--- src/hdl/serial_regs_pkg.sv ---
// register offsets, field positions and reset values of the two-channel register set
package serial_regs_pkg;
  // register indices within a channel's bank (byte address = 4 * index)
  localparam logic [3:0] IDX_COMMAND     = 4'h0;
  localparam logic [3:0] IDX_INT_DMA     = 4'h1;
  localparam logic [3:0] IDX_VECTOR      = 4'h2;
  localparam logic [3:0] IDX_PENDING     = 4'h3;
  localparam logic [3:0] IDX_RX_CTRL     = 4'h3;
  localparam logic [3:0] IDX_MISC_PARAMS = 4'h4;
  localparam logic [3:0] IDX_TX_CTRL     = 4'h5;
  localparam logic [3:0] IDX_SYNC_FIRST  = 4'h6;
  localparam logic [3:0] IDX_SYNC_SECOND = 4'h7;
  localparam logic [3:0] IDX_BUFFER      = 4'h8;
  localparam logic [3:0] IDX_MASTER_INT  = 4'h9;
  localparam logic [3:0] IDX_LINE_CODING = 4'ha;
  localparam logic [3:0] IDX_CLOCK_SRC   = 4'hb;
  localparam logic [3:0] IDX_TC_LOW      = 4'hc;
  localparam logic [3:0] IDX_TC_HIGH     = 4'hd;
  localparam logic [3:0] IDX_GEN_LOOP    = 4'he;
  localparam logic [3:0] IDX_EXT_IRQ     = 4'hf;
  // address layout: bits [5:2] index, bit 6 channel (1 = channel B)
  localparam int ADR_IDX_LSB = 2;
  localparam int ADR_CHAN_BIT = 6;
  // field positions
  localparam int CMD_FIELD_LSB   = 3;
  localparam int CMD_FIELD_W     = 3;
  localparam int CRC_CMD_LSB     = 6;
  localparam int MASTER_RST_LSB  = 6;
  localparam int VIS_BIT         = 0;
  localparam int RTS_BIT         = 1;
  localparam int DTR_BIT         = 7;
  localparam int GEN_ENABLE_BIT  = 0;
  localparam int ECHO_BIT        = 3;
  localparam int LOOPBACK_BIT    = 4;
  localparam int RX_ENABLE_BIT   = 0;
  localparam int TX_ENABLE_BIT   = 3;
  // status bit positions in the buffer/external status word
  localparam int ST_RX_AVAIL  = 0;
  localparam int ST_TX_EMPTY  = 2;
  localparam int ST_DCD       = 3;
  localparam int ST_SYNC      = 4;
  localparam int ST_CTS       = 5;
  // status bit positions in the special receive word
  localparam int SR_OVERRUN   = 5;
  localparam int SR_ALL_SENT  = 0;
  // reset values
  localparam logic [7:0] RST_ZERO     = 8'h00;
  localparam logic [7:0] RST_EXT_IRQ  = 8'hf8;
  localparam logic [7:0] RST_MASTER   = 8'hc0;
  localparam logic [7:0] RST_MISC_ST  = 8'h00;
  // command codes in the command field
  localparam logic [2:0] CMD_NULL        = 3'h0;
  localparam logic [2:0] CMD_RESET_ERR   = 3'h6;
  localparam logic [1:0] CRC_CMD_NONE    = 2'h0;
  // master reset field codes
  localparam logic [1:0] MRST_NONE  = 2'h0;
  localparam logic [1:0] MRST_CH_B  = 2'h1;
  localparam logic [1:0] MRST_CH_A  = 2'h2;
  localparam logic [1:0] MRST_HARD  = 2'h3;
endpackage

--- src/hdl/channel_bank.sv ---
// one channel's private write and read register bank
`timescale 1ns/1ps
module channel_bank
  import serial_regs_pkg::*;
#(
  parameter int DW = 8
) (
  // clock and reset
  input  wire logic          clk,
  input  wire logic          rst_n,
  input  wire logic          ce,
  input  wire logic          chan_reset,
  // register write port
  input  wire logic          wr_en,
  input  wire logic [3:0]    wr_idx,
  input  wire logic [DW-1:0] wr_data,
  input  wire logic          rd_buffer,
  // receive side
  input  wire logic          rx_strobe,
  input  wire logic [DW-1:0] rx_data,
  // external status inputs, already synchronised
  input  wire logic          cts,
  input  wire logic          dcd,
  input  wire logic          sync_in,
  // read view
  input  wire logic [3:0]    rd_idx,
  output logic      [DW-1:0] rd_data,
  // decoded controls
  output logic               rts_out,
  output logic               dtr_out,
  output logic      [DW-1:0] tx_data,
  output logic               tx_valid,
  output logic               crc_cmd_pulse
);
  logic [DW-1:0] wreg [0:15];
  logic [DW-1:0] rxbuf_reg;
  logic          rx_avail_reg;
  logic          overrun_reg;
  logic          tx_full_reg;
  logic          crc_pulse_reg;
  logic [DW-1:0] status0;
  logic [DW-1:0] status1;
  logic [DW-1:0] status10;
  wire           err_reset = wr_en && (wr_idx == IDX_COMMAND) &&
                 (wr_data[CMD_FIELD_LSB +: CMD_FIELD_W] == CMD_RESET_ERR);
  wire           is_wreg  = wr_en && (wr_idx != IDX_VECTOR) && (wr_idx != IDX_MASTER_INT);

  genvar g;
  generate
    for (g = 0; g < 16; g++) begin : g_wreg
      always_ff @(posedge clk or negedge rst_n) begin
        if (!rst_n) begin
          wreg[g] <= (g == 15) ? RST_EXT_IRQ : RST_ZERO;
        end else if (ce) begin
          if (chan_reset) begin
            wreg[g] <= (g == 15) ? RST_EXT_IRQ : RST_ZERO;
          end else if (is_wreg && (wr_idx == 4'(g)) && (g != 0)) begin
            wreg[g] <= wr_data;
          end
        end
      end
    end
  endgenerate

  always_ff @(posedge clk or negedge rst_n) begin
    if (!rst_n) begin
      rxbuf_reg     <= RST_ZERO;
      rx_avail_reg  <= 1'b0;
      overrun_reg   <= 1'b0;
      tx_full_reg   <= 1'b0;
      crc_pulse_reg <= 1'b0;
    end else if (ce) begin
      crc_pulse_reg <= wr_en && (wr_idx == IDX_COMMAND) &&
                       (wr_data[CRC_CMD_LSB +: 2] != CRC_CMD_NONE);
      if (chan_reset) begin
        rx_avail_reg <= 1'b0;
        overrun_reg  <= 1'b0;
        tx_full_reg  <= 1'b0;
      end else begin
        if (rx_strobe) begin
          rxbuf_reg    <= rx_data;
          rx_avail_reg <= 1'b1;
        end else if (rd_buffer) begin
          rx_avail_reg <= 1'b0;
        end
        if (rx_strobe && rx_avail_reg && !rd_buffer) begin
          overrun_reg <= 1'b1;
        end else if (err_reset) begin
          overrun_reg <= 1'b0;
        end
        tx_full_reg <= (wr_en && wr_idx == IDX_BUFFER) ? 1'b1 : 1'b0;
      end
    end
  end

  // status words
  always_comb begin
    status0 = RST_ZERO;
    status0[ST_RX_AVAIL] = rx_avail_reg;
    status0[ST_TX_EMPTY] = !tx_full_reg;
    status0[ST_DCD]      = dcd;
    status0[ST_SYNC]     = sync_in;
    status0[ST_CTS]      = cts;
  end
  always_comb begin
    status1 = RST_ZERO;
    status1[SR_ALL_SENT] = !tx_full_reg;
    status1[SR_OVERRUN]  = overrun_reg;
  end
  always_comb begin
    status10 = RST_MISC_ST;
    status10[ECHO_BIT]     = wreg[IDX_GEN_LOOP][ECHO_BIT];
    status10[LOOPBACK_BIT] = wreg[IDX_GEN_LOOP][LOOPBACK_BIT];
  end

  // read selection
  always_comb begin
    case (rd_idx)
      4'h0:        rd_data = status0;
      4'h1:        rd_data = status1;
      IDX_BUFFER:  rd_data = rxbuf_reg;
      IDX_LINE_CODING: rd_data = status10;
      IDX_TC_LOW:  rd_data = wreg[IDX_TC_LOW];
      IDX_TC_HIGH: rd_data = wreg[IDX_TC_HIGH];
      IDX_EXT_IRQ: rd_data = wreg[IDX_EXT_IRQ];
      default:     rd_data = RST_ZERO;
    endcase
  end

  assign rts_out       = wreg[IDX_TX_CTRL][RTS_BIT];
  assign dtr_out       = wreg[IDX_TX_CTRL][DTR_BIT];
  assign tx_data       = wreg[IDX_BUFFER];
  assign tx_valid      = tx_full_reg;
  assign crc_cmd_pulse = crc_pulse_reg;
endmodule

--- src/hdl/serial_controller_regs.sv ---
// two-channel register set behind a classic wishbone slave
// Operation
// - each channel has fourteen write and seven read registers of its own.
// - vector and master interrupt registers exist once, shared by both channels.
// - per channel four status, two time constant, one buffer read; two shared reads.
// - vector read on channel B is status modified, on A unmodified; here B is modified only while master bit VIS_BIT is set.
// - pending bits readable through channel A only, covering both channels.
// - time constant written as low and high bytes, read back likewise.
// - command register triggers actions including crc initialisation resets.
// - interrupt enable register also configures the wait/request output.
// - receive control sets bits per character and receive crc enable.
// - shared parameters: clock multiplier, sync count, stop bits, parity.
// - transmit control sets bits per character and transmit crc enable.
// - sync first byte register, transmit buffer, and receive buffer.
// - master register holds reset commands and daisy chain controls.
// - line coding register selects nrz, nrzi or fm and crc preset.
// - clock source register selects receive and transmit clock sources.
// - generator and loop register controls baud generator, pll, echo, loopback.
// - external status interrupt control written and read back per channel.
// - status read gives buffer states and external status inputs.
// - special receive status gives residue and error conditions; here only overrun and all sent, no residue.
// - misc status read gives transmitter and receiver status; here only the echo and loopback bits of the generator and loop register.
// - modem inputs monitored and outputs driven, usable as general purpose.
// - read and write strobes together act as a reset.
//
// Design decisions made here: the Wishbone slave port and the address map.
`timescale 1ns/1ps
module serial_controller_regs
  import serial_regs_pkg::*;
#(
  parameter int DW = 8
) (
  // clock and reset
  input  wire logic          CLK,
  input  wire logic          RST_N,
  input  wire logic          CE,
  // wishbone slave
  input  wire logic          WB_CYC_I,
  input  wire logic          WB_STB_I,
  input  wire logic          WB_WE_I,
  input  wire logic [7:0]    WB_ADR_I,
  input  wire logic [3:0]    WB_SEL_I,
  input  wire logic [31:0]   WB_DAT_I,
  output logic      [31:0]   WB_DAT_O,
  output logic               WB_ACK_O,
  // strobe coincidence reset request
  input  wire logic          STROBE_RESET,
  // receive data from the receiver datapath
  input  wire logic          RX_STROBE_A,
  input  wire logic [DW-1:0] RX_DATA_A,
  input  wire logic          RX_STROBE_B,
  input  wire logic [DW-1:0] RX_DATA_B,
  // modem inputs, active low pins
  input  wire logic          CTS_N_A,
  input  wire logic          DCD_N_A,
  input  wire logic          SYNC_N_A,
  input  wire logic          CTS_N_B,
  input  wire logic          DCD_N_B,
  input  wire logic          SYNC_N_B,
  // interrupt pending inputs from interrupt logic
  input  wire logic [5:0]    PENDING_IN,
  input  wire logic [2:0]    VECTOR_STATUS,
  // modem outputs, active low pins
  output logic               RTS_N_A,
  output logic               DTR_N_A,
  output logic               RTS_N_B,
  output logic               DTR_N_B,
  // transmit buffer to transmitter datapath
  output logic      [DW-1:0] TX_DATA_A,
  output logic               TX_VALID_A,
  output logic      [DW-1:0] TX_DATA_B,
  output logic               TX_VALID_B,
  // crc command pulses and master controls
  output logic               CRC_CMD_A,
  output logic               CRC_CMD_B,
  output logic      [DW-1:0] MASTER_CTRL
);
  logic          rst_meta_reg;
  logic          rst_sync_reg;
  logic [5:0]    in_meta_reg;
  logic [5:0]    in_sync_reg;
  logic          ack_reg;
  logic [31:0]   dat_reg;
  logic [DW-1:0] vector_reg;
  logic [DW-1:0] master_reg;
  logic          srst_meta_reg;
  logic          srst_sync_reg;
  logic          reset_a;
  logic          reset_b;
  logic [DW-1:0] rd_a;
  logic [DW-1:0] rd_b;
  logic          rts_a;
  logic          dtr_a;
  logic          rts_b;
  logic          dtr_b;

  // reset release synchroniser
  always_ff @(posedge CLK or negedge RST_N) begin
    if (!RST_N) begin
      rst_meta_reg <= 1'b0;
      rst_sync_reg <= 1'b0;
    end else begin
      rst_meta_reg <= 1'b1;
      rst_sync_reg <= rst_meta_reg;
    end
  end
  wire rst_n = rst_sync_reg;

  // pin synchronisers
  always_ff @(posedge CLK or negedge rst_n) begin
    if (!rst_n) begin
      in_meta_reg   <= 6'h00;
      in_sync_reg   <= 6'h00;
      srst_meta_reg <= 1'b0;
      srst_sync_reg <= 1'b0;
    end else if (CE) begin
      in_meta_reg   <= {!SYNC_N_B, !DCD_N_B, !CTS_N_B, !SYNC_N_A, !DCD_N_A, !CTS_N_A};
      in_sync_reg   <= in_meta_reg;
      srst_meta_reg <= STROBE_RESET;
      srst_sync_reg <= srst_meta_reg;
    end
  end

  // bus decode
  wire       req       = WB_CYC_I && WB_STB_I && !ack_reg;
  wire       commit    = WB_CYC_I && WB_STB_I && ack_reg && CE;
  wire       chan_b    = WB_ADR_I[ADR_CHAN_BIT];
  wire [3:0] idx       = WB_ADR_I[ADR_IDX_LSB +: 4];
  wire       lane0     = WB_SEL_I[0];
  wire       wr_strobe = commit && WB_WE_I && lane0;
  wire       rd_strobe = req && !WB_WE_I && CE;
  wire       mapped    = (WB_ADR_I[7] == 1'b0) && (WB_ADR_I[1:0] == 2'b00);
  wire       wr_ok     = wr_strobe && mapped;
  wire [DW-1:0] wdat   = WB_DAT_I[DW-1:0];
  wire       wr_a      = wr_ok && !chan_b;
  wire       wr_b      = wr_ok && chan_b;
  wire       wr_vector = wr_ok && (idx == IDX_VECTOR);
  wire       wr_master = wr_ok && (idx == IDX_MASTER_INT);
  wire       rd_buf_a  = rd_strobe && mapped && !chan_b && (idx == IDX_BUFFER);
  wire       rd_buf_b  = rd_strobe && mapped && chan_b && (idx == IDX_BUFFER);
  wire [1:0] mrst      = wdat[MASTER_RST_LSB +: 2];
  wire       hard_rst  = srst_sync_reg || (wr_master && mrst == MRST_HARD);

  assign reset_a = hard_rst || (wr_master && mrst == MRST_CH_A);
  assign reset_b = hard_rst || (wr_master && mrst == MRST_CH_B);

  // shared registers
  always_ff @(posedge CLK or negedge rst_n) begin
    if (!rst_n) begin
      vector_reg <= RST_ZERO;
      master_reg <= RST_MASTER;
    end else if (CE) begin
      if (hard_rst) begin
        master_reg <= RST_MASTER;
      end else if (wr_master) begin
        master_reg <= {MRST_NONE, wdat[5:0]};
      end
      if (wr_vector) begin
        vector_reg <= wdat;
      end
    end
  end

  // shared read views
  wire [DW-1:0] vec_mod  = master_reg[VIS_BIT] ?
                           {vector_reg[7:4], VECTOR_STATUS, vector_reg[0]} : vector_reg;
  wire [DW-1:0] vec_rd   = chan_b ? vec_mod : vector_reg;
  wire [DW-1:0] pend_rd  = chan_b ? RST_ZERO : {2'b00, PENDING_IN};
  wire [DW-1:0] bank_rd  = chan_b ? rd_b : rd_a;
  wire [DW-1:0] sel_rd   = (idx == IDX_VECTOR)  ? vec_rd :
                           (idx == IDX_PENDING) ? pend_rd : bank_rd;
  wire [31:0]   rd_word  = mapped ? {24'h000000, sel_rd} : 32'h00000000;

  // wishbone answer, one cycle after the request
  always_ff @(posedge CLK or negedge rst_n) begin
    if (!rst_n) begin
      ack_reg <= 1'b0;
      dat_reg <= 32'h00000000;
    end else if (CE) begin
      ack_reg <= req;
      if (req && !WB_WE_I) begin
        dat_reg <= rd_word;
      end
    end
  end
  assign WB_ACK_O = commit;
  assign WB_DAT_O = dat_reg;

  // channel banks: all registers except vector, master interrupt and command
  // are banked write registers of the instances
  channel_bank #(.DW(DW)) u_bank_a (
    .clk           (CLK),
    .rst_n         (rst_n),
    .ce            (CE),
    .chan_reset    (reset_a),
    .wr_en         (wr_a),
    .wr_idx        (idx),
    .wr_data       (wdat),
    .rd_buffer     (rd_buf_a),
    .rx_strobe     (RX_STROBE_A),
    .rx_data       (RX_DATA_A),
    .cts           (in_sync_reg[0]),
    .dcd           (in_sync_reg[1]),
    .sync_in       (in_sync_reg[2]),
    .rd_idx        (idx),
    .rd_data       (rd_a),
    .rts_out       (rts_a),
    .dtr_out       (dtr_a),
    .tx_data       (TX_DATA_A),
    .tx_valid      (TX_VALID_A),
    .crc_cmd_pulse (CRC_CMD_A)
  );
  channel_bank #(.DW(DW)) u_bank_b (
    .clk           (CLK),
    .rst_n         (rst_n),
    .ce            (CE),
    .chan_reset    (reset_b),
    .wr_en         (wr_b),
    .wr_idx        (idx),
    .wr_data       (wdat),
    .rd_buffer     (rd_buf_b),
    .rx_strobe     (RX_STROBE_B),
    .rx_data       (RX_DATA_B),
    .cts           (in_sync_reg[3]),
    .dcd           (in_sync_reg[4]),
    .sync_in       (in_sync_reg[5]),
    .rd_idx        (idx),
    .rd_data       (rd_b),
    .rts_out       (rts_b),
    .dtr_out       (dtr_b),
    .tx_data       (TX_DATA_B),
    .tx_valid      (TX_VALID_B),
    .crc_cmd_pulse (CRC_CMD_B)
  );

  // modem outputs, pins are active low
  assign RTS_N_A     = !rts_a;
  assign DTR_N_A     = !dtr_a;
  assign RTS_N_B     = !rts_b;
  assign DTR_N_B     = !dtr_b;
  assign MASTER_CTRL = master_reg;
endmodule

--- config.mk ---
export PLATFORM = sky130hd
export DESIGN_NAME = serial_controller_regs
export DESIGN_NICKNAME = d
export VERILOG_FILES = /design/src/hdl/serial_regs_pkg.sv /design/src/hdl/channel_bank.sv /design/src/hdl/serial_controller_regs.sv
export SDC_FILE = /design/constraint.sdc
export NUM_CORES = 1
export LEC_CHECK = 0
export BUFFER_PORTS_ARGS = -buffer_cell sky130_fd_sc_hd__buf_2
export CAP_MARGIN = 20
export CORE_MARGIN = 2
export CORE_UTILIZATION = 45
export CTS_BUF_LIST = sky130_fd_sc_hd__clkbuf_16
export CTS_CLUSTER_DIAMETER = 200
export DETAILED_ROUTE_END_ITERATION = 12
export PLACE_DENSITY = 0.69
export SLEW_MARGIN = 25
export SYNTH_ARGS = -nofsm -noshare
export SYNTH_HDL_FRONTEND = slang
export SYNTH_SLANG_ARGS = --single-unit
--- constraint.sdc ---
create_clock -name CLK -period 5.6 [get_ports CLK]
set_clock_uncertainty 0.2 [all_clocks]
set_input_delay 1.12 -clock CLK [delete_from_list [all_inputs] [get_ports CLK]]
set_output_delay 1.12 -clock CLK [all_outputs]
set_load 0.05 [all_outputs]
# After elaboration in Yosys (flattened, before gate mapping)
# Index checks and enable logic that the tools add are counted.
[word_totals]
out_inout_bits = 65
latchBits = 0
reg_bits = 179
ram_bits = 0
wordCells = 214
memories = 0
romBits = 0
[op_classes]
n_mux = 51
n_mul = 0
div = 0
addsub = 0
n_bitwise = 3
n_eq_ne = 17
shift = 0
n_reduce_logical = 111
magnitude_cmp = 0
[op_table]
columns = ["cell", "count"]
rows = [
  ["$mux W8", 26],
  ["$pmux W8 S7", 2],
  ["$logic_and A1 B1 Y1", 50],
  ["$reduce_and A2 Y1", 19],
  ["$eq A4 B4 Y1 const B", 7],
  ["$reduce_bool A2 Y1", 14],
  ["$mux W5", 4],
  ["$logic_not A1 Y1", 17],
  ["$mux W1", 16],
  ["$reduce_bool A3 Y1", 4],
  ["$eq A4 B2 Y1 const B", 2],
  ["$mux W4", 2],
  ["$mux W6", 1],
  ["$reduce_and A3 Y1", 2],
  ["$eq A2 B2 Y1 const B", 2],
  ["$eq A4 B1 Y1 const B", 1],
  ["$eq A4 B3 Y1 const B", 1],
  ["$logic_not A4 Y1", 1],
  ["$ne A4 B2 Y1 const B", 1],
  ["$ne A4 B4 Y1 const B", 1],
  ["$eq A3 B3 Y1 const B", 1],
  ["$logic_or A1 B1 Y1", 3],
  ["$not A1 Y1", 3],
  ["$eq A2 B1 Y1 const B", 1],
  ["$logic_not A2 Y1", 1],
]

# Depth between registers and ports, before layout
# Gate-level depths: netlist of run 1.
[depth]
depth_word = 12
depth_mapped = 8
mapped_depth_nobuf = 6

# Cells and area by module
# From an unflattened synthesis of run 1, not the netlist that was laid out.
[hier_totals]
cells_unflattened = 784
area_unflattened_um2 = 7728.7
[modules_own_cells]
columns = ["mod", "n_inst", "area_each_um2", "cells_each"]
rows = [
  ["channel_bank at u_bank_b", 1, 2831.5, 299],
  ["channel_bank at u_bank_a", 1, 2775.2, 294],
  ["serial_controller_regs", 1, 2122.0, 191],
]

# Worst setup path after synthesis of run 1
# Ideal clock, no wire load.
[synth_timing]
kind = "input to output"
from = "input port WB_CYC_I"
to = "output port WB_ACK_O"
stages = 2
required_ps = 4280
slack_ps = 2566
path_buffers = 0
t_arrival_ps = 1714
path_cell_list = "nand4_4 > inv_1"
[synth_between]
elab_chain_len = 3
[synth_lines]
columns = ["element", "line", "source"]
rows = [
  ["start: declaration", "serial_controller_regs.sv:38", "input wire logic WB_CYC_I,"],
  ["$logic_and A1 B1 Y1 (3 in a row)", "serial_controller_regs.sv:126", "wire commit = WB_CYC_I && WB_STB_I && ack_reg && CE;"],
  ["end: declaration", "serial_controller_regs.sv:45", "output logic WB_ACK_O,"],
]
# No other way between the ends.

# Final worst setup path of run 1
[layout_timing]
from = "input port WB_ADR_I[4]"
to = "register u_bank_a.wreg[4] (netlist name)"
[layout_between]
elab_chain_len = 7
elab_cells_between_ends = 15
[layout_lines]
columns = ["element", "line", "source"]
rows = [
  ["start: declaration", "serial_controller_regs.sv:41", "input wire logic [7:0] WB_ADR_I,"],
  ["$eq A4 B4 Y1", "-", ""],
  ["$logic_and A1 B1 Y1", "serial_controller_regs.sv:138", "wire wr_master = wr_ok && (idx == IDX_MASTER_INT);"],
  ["$logic_and A1 B1 Y1", "serial_controller_regs.sv:142", "wire hard_rst = srst_sync_reg || (wr_master && mrst == MRST_HARD);"],
  ["$logic_or A1 B1 Y1", "serial_controller_regs.sv:142", ""],
  ["$logic_or A1 B1 Y1", "serial_controller_regs.sv:144", "assign reset_a = hard_rst || (wr_master && mrst == MRST_CH_A);"],
  ["$reduce_bool A2 Y1 (no line)", "-", ""],
  ["$reduce_and A2 Y1 (no line)", "-", ""],
  ["end signal: indexed assignment", "channel_bank.sv:53", "wreg[g] <= (g == 15) ? RST_EXT_IRQ : RST_ZERO;"],
  ["end signal: indexed assignment", "channel_bank.sv:56", "wreg[g] <= (g == 15) ? RST_EXT_IRQ : RST_ZERO;"],
  ["end signal: indexed assignment", "channel_bank.sv:58", "wreg[g] <= wr_data;"],
  ["end: declaration", "channel_bank.sv:35", "logic [DW-1:0] wreg [0:15];"],
]
# Parallel ways exist; a longest one is shown, timed or not.
# A chain may end at the register's enable or synchronous reset.

==> flow_metrics.tcl, run 1 <==
set metrics [dict create \
    syn_avg_cell_area_um2 11.02 \
    post-place-ws_ns 1.846 \
    grt_max_degree 71 \
    crit_fanout 36 \
    top_regs "u_bank_a.wreg (24), u_bank_b.wreg (24)" \
    final_common_cell "dfrtp_1" \
    antenna_left 0 \
    cts_tree "done" \
    synth_cell_types 69 \
    slowest_delay_ns 0.63 \
    grt_pass1_vias 5598 \
    slowest_stage "buf_2" \
    h-tree-depth 4 \
    worstSkewPairLatency_ns 0.43 \
    rows 45 \
    syn_area_um2 7009 \
    dr.pass1.iters 6 \
    die_h_um 128.8 \
    antenna_found_initial 1 \
    first_iter_violations 527 \
    maxSlewViolCount 0 \
    wl_per_cell_um 24.53 \
    cp-end-kind "flop" \
    ys_seq_elements 136 \
    rsz0062_at_grt "false" \
    clk_pin_slew_ns 0.05 \
    postRouteWirelength_mm 22.17 \
    vias 5732 \
    p_leak_uw 0.003552 \
    hold_viol 0 \
    synthFlopType "dfrtp_1" \
    fin_cells 904 \
    dp.cells 871 \
    synth_warnings 0 \
    yosysSeqAreaShare_pct 48.75 \
    start_util_pct 46.11 \
    ios 149 \
    relSlewSlack_pct 34.74 \
    drc 0 \
    fmax_mhz 289.4 \
    cts.sinks 136 \
    worstPathCellList "buf_2 -> and2_1 -> nand3_1 -> nor2_2 -> nand2_1 -> o32a_1" \
    coreArea_um2 15200 \
    place_congestion 0.9376 \
    grt_overflow 0 \
    synthMuxAreaShare_pct 8.497 \
    final_cell_mix "dfrtp_1, buf_2, nand2_1" \
    cts_buffers 17 \
    synthAdderAreaFrac_pct 0 \
    timing.final.crit_period_ns 3.456 \
    synth_compound_gate_area_share_pct 21.97 \
    yosys.area_share.simple_pct 12.92 \
    synth_top_family_by_area "compound AO/OA/AOI/OAI gates" \
    async_flop_share_pct 100.0 \
    peakVddDrop_mv 0.2239 \
    path_class "primary input to flop" \
    final_nets 786 \
    fin_tns_setup_ns 0 \
    cts_buffer_depth 2 \
    period_share_pct 61.71 \
    post-route-worst-setup-slack_ns 2.144 \
    cts_hold_buf 0 \
    die_x_um 128.8 \
    grt_pass1_wl_mm 33.44 \
    outcome "completed" \
    r2r_setup_slack_ns 3.08 \
    critPathLaunchType "primary input" \
    numPortBuffers 97 \
    hold_path.class "flop to flop" \
    area_delta_synth_final_pct 12.73 \
    die-area_um2 16590 \
    setup_viol 0 \
    cts_resized 0 \
    synth-xor-area-share_pct 0 \
    grt.total_usage_pct 27.45 \
    avgViaCountPerCell 6.341 \
    arrival_ns 3.60 \
    cts_setup_buffers 0 \
    worstPathRequired_ns 5.75 \
    drive_gt1_share_pct 28.11 \
    dp_hpwl_mm 15.63 \
    synth_edf_count 0 \
    cts-root-buf "clkbuf_16" \
    p_per_area_nw_per_um2 305.5 \
    worst_slew_pin_slew_ns 0.9736 \
    synth_cells 636 \
    drv_cap 0 \
]
## final timing paths
path / from / endpoint / cells after the start
max: WB_ADR_I[4] / u_bank_a.wreg[4] / 6
min: rst_meta_reg / rst_n / 0
max reg2reg: ack_reg / u_bank_a.wreg[4] / 6
min reg2reg: rst_meta_reg / rst_n / 0
max in group asynchronous: rst_n / u_bank_a.rxbuf_reg[6] / 1
min in group asynchronous: rst_n / u_bank_b.dtr_out / 0
## stage by stage
step	hold slack [ns]	total power [uW]	area [um^2]	util, %
2_1_floorplan	0.1312	1319	7096	-
3_3_place_gp	0.1398	1408	7378	48.54
3_5_place_dp	0.1427	1414	7378	48.54
4_1_cts	0.1612	2419	7899	51.96
5_1_grt	0.1679	2495	7899	51.96
6_report	0.1577	2414	7901	51.98
## cell type report
| class | count | area, um^2 |
|---|---|---|
| antenna | 1 | 2.502 |
| inverter | 15 | 56.30 |
| sequential | 136 | 3421 |
| fill | 1352 | 7301 |
| clock buffer | 17 | 425.4 |
| multi-input combinational | 429 | 3136 |
| timing repair buffer | 103 | 530.5 |
| tap | 188 | 235.2 |
| clock inverter | 15 | 95.09 |
## cell usage after synthesis (3+ instances only)
library cell | n | area, um^2
nor2_2 | 4 | 25.02
nand2b_1 | 5 | 31.28
dfrtp_1 | 125 | 3128
nor3_1 | 13 | 65.06
o31ai_1 | 5 | 37.54
mux2_2 | 36 | 405.4
buf_1 | 3 | 11.26
nand4_1 | 6 | 37.54
o22ai_1 | 4 | 25.02
a211oi_1 | 3 | 22.52
o2bb2ai_1 | 22 | 192.7
a22o_1 | 30 | 262.8
clkbuf_1 | 15 | 56.30
nor4_4 | 3 | 63.81
nor3_2 | 4 | 40.04
a22oi_1 | 9 | 67.56
and3_1 | 6 | 37.54
nor2_1 | 26 | 97.59
o21ai_2 | 4 | 35.03
o32a_1 | 6 | 60.06
mux2i_1 | 19 | 190.2
a21oi_1 | 20 | 100.1
inv_1 | 14 | 52.55
dfstp_2 | 11 | 289.0
nor4_1 | 3 | 18.77
o21a_1 | 4 | 30.03
nor2b_1 | 7 | 43.79
o221ai_1 | 4 | 35.03
buf_4 | 43 | 322.8
a32o_1 | 24 | 240.2
nand2_1 | 40 | 150.1
and2_1 | 12 | 75.07
nand3_1 | 12 | 60.06
buf_2 | 17 | 85.08
o22a_1 | 3 | 26.28
nand3b_1 | 4 | 30.03
a221o_1 | 5 | 50.05
o21ai_0 | 28 | 140.1
## metal layers
layer  share of wire [%]  GRT usage, %
met4                 4.1         12.98
met1                  43         37.00
met3                 7.6         6.902
met2                  45         41.74
met5                   0             0
## logic make-up after synthesis
logic type             count (synthesis)
AO/OA/AOI/OAI                        193
AND/OR/NAND/NOR                      156
flip-flops                           136
buffers and inverters                 94
multiplexers                          55
other                                  2
## power breakdown
part	total (uW)	switching [uW]	internal, uW	leakage [uW]
clock	1010	419	592	0.000260
sequential	1090	52.1	1040	0.00178
combinational	314	213	100	0.00151
## critical path: cells and delay by family
kind / cells / cell delay (ns)
AND/OR/NAND/NOR: 4 / 1.58
buffers and inverters: 1 / 0.63
AO/OA/AOI/OAI: 1 / 0.23
Power figures use the tool's default switching activity.
==> run 2: changes to the inputs <==
Clock period 5.6 ns to 3.2 ns, I/O delays scaled along.
==> flow_metrics.tcl, run 2 (same netlist as run 1, synthesis figures left out) <==
set metrics [dict create \
    setup_viol 0 \
    dr.pass1.iters 7 \
    grt_max_degree 77 \
    grt_pass1_vias 5767 \
    crit_fanout 8 \
    dp_hpwl_mm 16.90 \
    fin_cells 934 \
    place_congestion 0.9325 \
    fin_tns_setup_ns 0 \
    die-area_um2 16590 \
    rsz0062_at_grt "false" \
    min_path_cells 0 \
    outcome "completed" \
    drv_cap 0 \
    cts-root-buf "clkbuf_16" \
    antenna_left 0 \
    die_h_um 128.8 \
    r2r_start "ack_reg" \
    numPortBuffers 97 \
    clk_pin_slew_ns 0.06 \
    path_class "flop to output pin" \
    cp-end-kind "output pin" \
    post-place-ws_ns 0.3735 \
    postRouteWirelength_mm 22.76 \
    hold_end "rst_n" \
    coreArea_um2 15200 \
    fin_area_um2 8238 \
    period_share_pct 76.78 \
    peakVddDrop_mv 0.3673 \
    start_util_pct 46.11 \
    first_iter_violations 470 \
    drc 0 \
    worstPathCellList "nand4_4 -> inv_1 -> buf_2" \
    critPathLaunchType "flop" \
    vias 5877 \
    r2r_setup_slack_ns 0.88 \
    hp-start "rst_meta_reg" \
    p_per_area_nw_per_um2 544.7 \
    hold_viol 0 \
    dp.cells 900 \
    worst_slew_pin_slew_ns 1.040 \
    r2r_end "u_bank_a.tx_data[0]" \
    cts_buffer_depth 2 \
    maxSlewViolCount 0 \
    die_x_um 128.8 \
    worstSkewPairLatency_ns 0.43 \
    avgViaCountPerCell 6.292 \
    final_common_cell "dfrtp_1" \
    p_leak_uw 0.003762 \
    n_antenna_cell 0 \
    cts.sinks 136 \
    cts_buffers 17 \
    final_nets 817 \
    top_regs "u_bank_a.wreg (24), u_bank_b.wreg (24)" \
    timing.final.crit_period_ns 2.457 \
    wl_per_cell_um 24.37 \
    cts_tree "done" \
    grt_overflow 0 \
    worstPathRequired_ns 2.36 \
    post-route-worst-setup-slack_ns 0.7430 \
    worst-r2r-cell-count 6 \
    fmax_mhz 407.0 \
    slowest_stage "dfrtp_1" \
    slowest_delay_ns 0.40 \
    hold_path.class "flop to flop" \
    area_delta_synth_final_pct 17.53 \
    p_total_uw 4487 \
    rows 45 \
    cts_resized 0 \
    ios 149 \
    grt.total_usage_pct 28.45 \
    final_cell_mix "dfrtp_1, buf_2, nand2_1" \
    arrival_ns 1.62 \
    relSlewSlack_pct 30.28 \
    antenna_found_initial 0 \
    dpl-instance-area_um2 7621 \
    drive_gt1_share_pct 30.83 \
    h-tree-depth 4 \
    grt_pass1_wl_mm 34.45 \
]
-- run 2: cell count changes in the layout (fill, tap and decap cells not counted) --
cell	previous run	this run
buf_12	0	2
buf_4	6	33
bufinv_16	1	4
clkinv_1	6	2
clkinv_2	4	1
clkinv_4	0	1
clkinvlp_4	2	1
diode_2	1	0
dlygate4sd3_1	0	2
inv_1	16	20
-- run 2: worst max-delay path, delay by kind of cell (launching register included) --
family        cells  cell delay (ns)
simple gates      1             0.26
buf+inv           2             0.52
flops             1             0.40
-- run 2: how the worst max path moves through the flow --
stage,from,to,slack (ns)
detailed placement,WB_ADR_I[5],u_bank_a.wreg[16],0.37
global placement,WB_ADR_I[5],u_bank_a.wreg[19],0.39
global route,WB_ADR_I[5],u_bank_a.wreg[22],0.62
floorplan,WB_CYC_I,vector_reg[0],0.74
CTS,ack_reg,WB_ACK_O,0.73
finish,ack_reg,WB_ACK_O,0.74
-- run 2: power by group --
part           total [uW]  internal, uW  switching, uW
clock network        2010          1280            728
registers            1890          1820           72.8
logic                 592           197            395
total                4490          3290           1200
-- run 2: what timing repair did --
action / in CTS / in global routing
setup buffers: 0 / 0
hold buffers: 2 / 0
hold endpoints to repair: 11 / 0
-- run 2: per-layer routing --
| layer | vias up | GRT usage (%) | share of wire (%) |
|---|---|---|---|
| li1 | 2537 | - | - |
| met1 | 2949 | 38.18 | 43 |
| met2 | 329 | 43.64 | 45 |
| met3 | 62 | 6.611 | 7.8 |
| met4 | 0 | 13.87 | 4.2 |
| met5 | - | 0 | 0 |
-- run 2: through the flow --
step	hold slack (ns)	utilization, %
6_report	0.1482	54.19
5_1_grt	0.1690	54.19
2_1_floorplan	0.1311	-
3_3_place_gp	-0.04492	50.13
3_5_place_dp	-0.04148	50.13
4_1_cts	0.1512	54.19
-- run 2: area by class of cell --
type                       instances  area, um^2
fill                            1324        6964
sequential                       136        3421
multi-input combinational        429        3136
timing repair buffer             134       793.3
clock buffer                      17       425.4
tap                              188       235.2
clock inverter                    15       171.4
inverter                          15       56.30
==> run 3: changes to the inputs <==
Clock period 3.2 ns to 2.5 ns, I/O delays scaled along.
==> flow_metrics.tcl, run 3 (same netlist as run 1, synthesis figures left out) <==
set metrics [dict create \
    outcome "completed" \
    die_x_um 128.8 \
    slowest_stage "dfrtp_1" \
    path_buf_inv 3 \
    dr_wl_met3_mm 1.558 \
    start_util_pct 46.11 \
    crit_fanout 4 \
    grt_max_degree 71 \
    grt.total_usage_pct 28.79 \
    clk_pin_slew_ns 0.06 \
    slowest_delay_ns 0.41 \
    coreArea_um2 15200 \
    cts_setup_buffers 0 \
    cts-root-buf "clkbuf_16" \
    h-tree-depth 4 \
    ios 149 \
    fin_cells 974 \
    vias 5906 \
    place_congestion 0.9912 \
    dr.pass1.iters 5 \
    maxSlewViolCount 0 \
    p_per_area_nw_per_um2 687.1 \
    hold_path.class "flop to async pin" \
    grt_pass1_vias 5860 \
    die-area_um2 16590 \
    dp.cells 941 \
    wl_per_cell_um 23.53 \
    avgViaCountPerCell 6.064 \
    rows 45 \
    setup_viol 0 \
    final_cell_mix "dfrtp_1, buf_2, buf_4" \
    fillers 1325 \
    multi_input_area_um2 3136 \
    grt_pass1_wl_mm 34.71 \
    path_class "flop to output pin" \
    period_share_pct 89.42 \
    worstSkewPairLatency_ns 0.43 \
    area_delta_synth_final_pct 23.21 \
    final_nets 857 \
    cts_buffers 17 \
    arrival_ns 1.54 \
    drc 0 \
    final_common_cell "dfrtp_1" \
    numPortBuffers 97 \
    drive_gt1_share_pct 35.11 \
    first_iter_violations 526 \
    r2r_setup_slack_ns 0.33 \
    antenna_found_initial 0 \
    fin_tns_setup_ns 0 \
    worst_slew_pin_slew_ns 0.9690 \
    seqCellArea_um2 3421 \
    wl_met1_mm 9.733 \
    die_h_um 128.8 \
    cts.sinks 136 \
    post-place-ws_ns -0.02010 \
    p_total_uw 5933 \
    peakVddDrop_mv 0.4524 \
    postRouteWirelength_mm 22.92 \
    path_delay_family "buffers and inverters" \
    timing.final.crit_period_ns 2.235 \
    worstPathRequired_ns 1.80 \
    p_leak_uw 0.003977 \
    drv_cap 0 \
    fin_util_pct 56.81 \
    grt_overflow 0 \
    hold_viol 0 \
    worstPathCellList "nand4_4 -> inv_1 -> buf_4 -> buf_2" \
    fmax_mhz 447.3 \
    top_regs "u_bank_a.wreg (24), u_bank_b.wreg (24)" \
    post-route-worst-setup-slack_ns 0.2646 \
    cts_buffer_depth 2 \
    critPathLaunchType "flop" \
    rsz0062_at_grt "false" \
    cp-end-kind "output pin" \
    dr.max_layer_used "met4" \
    antenna_left 0 \
    cts_tree "done" \
    n_antenna_cell 0 \
    cts_resized 0 \
    relSlewSlack_pct 35.05 \
    cts_hold_buf 1 \
    routed-wl-met2_mm 10.88 \
    dp_hpwl_mm 17.43 \
]
[run 3: cell count changes in the layout (fill, tap and decap cells not counted), sizes merged]
cell	previous run	this run
clkinv	4	6
clkinvlp	1	2
inv	21	17
buf	132	173
bufinv	4	5
dlygate4sd3	2	1
[run 3: stage by stage]
stage / area [um^2] / hold slack (ns)
5_1_grt: 8636 / 0.04510
6_report: 8636 / 0.03675
3_3_place_gp: 7991 / 0.05198
3_5_place_dp: 7991 / 0.05764
4_1_cts: 8636 / 0.02767
2_1_floorplan: 7097 / 0.004409
[run 3: report_power, final]
group | total (uW) | switching [uW] | internal, uW | leakage (uW)
Sequential | 2420 | 99.6 | 2320 | 0.00178
Clock | 2710 | 960 | 1750 | 0.000309
Combinational | 796 | 504 | 293 | 0.00189
[run 3: layout make-up]
cell class,count,area share (%)
sequential,136,39.61
multi-input combinational,429,36.31
timing repair buffer,174,13.36
clock buffer,17,4.926
tap,188,2.724
clock inverter,15,2.420
inverter,15,0.6520
[run 3: path summary, 6_finish.rpt]
kind / startpoint / endpoint / depth (start not counted)
max in group asynchronous: rst_n / u_bank_a.wreg[29] / 1
worst min register to register: rst_n / u_bank_b.dtr_out / 0
worst max register to register: ack_reg / u_bank_a.wreg[18] / 6
worst max-delay path: ack_reg / WB_ACK_O / 4
min in group CLK: CTS_N_B / in_meta_reg[3] / 2
worst min-delay path: rst_n / u_bank_b.dtr_out / 0
[run 3: worst reg2reg max path: cells and delay by family, from the launching register on]
| family | cells | cell delay (ns) |
|---|---|---|
| AOI/OAI and AO/OA | 3 | 0.69 |
| DFF | 1 | 0.41 |
| buffers and inverters | 1 | 0.23 |
| and+or+nand+nor | 2 | 0.54 |
[run 3: routing by layer]
| layer | global-route usage [%] | up-vias |
|---|---|---|
| met5 | 0 | - |
| met4 | 12.34 | 0 |
| met3 | 5.821 | 51 |
| met2 | 45.78 | 279 |
| met1 | 38.54 | 2950 |
| li1 | - | 2626 |
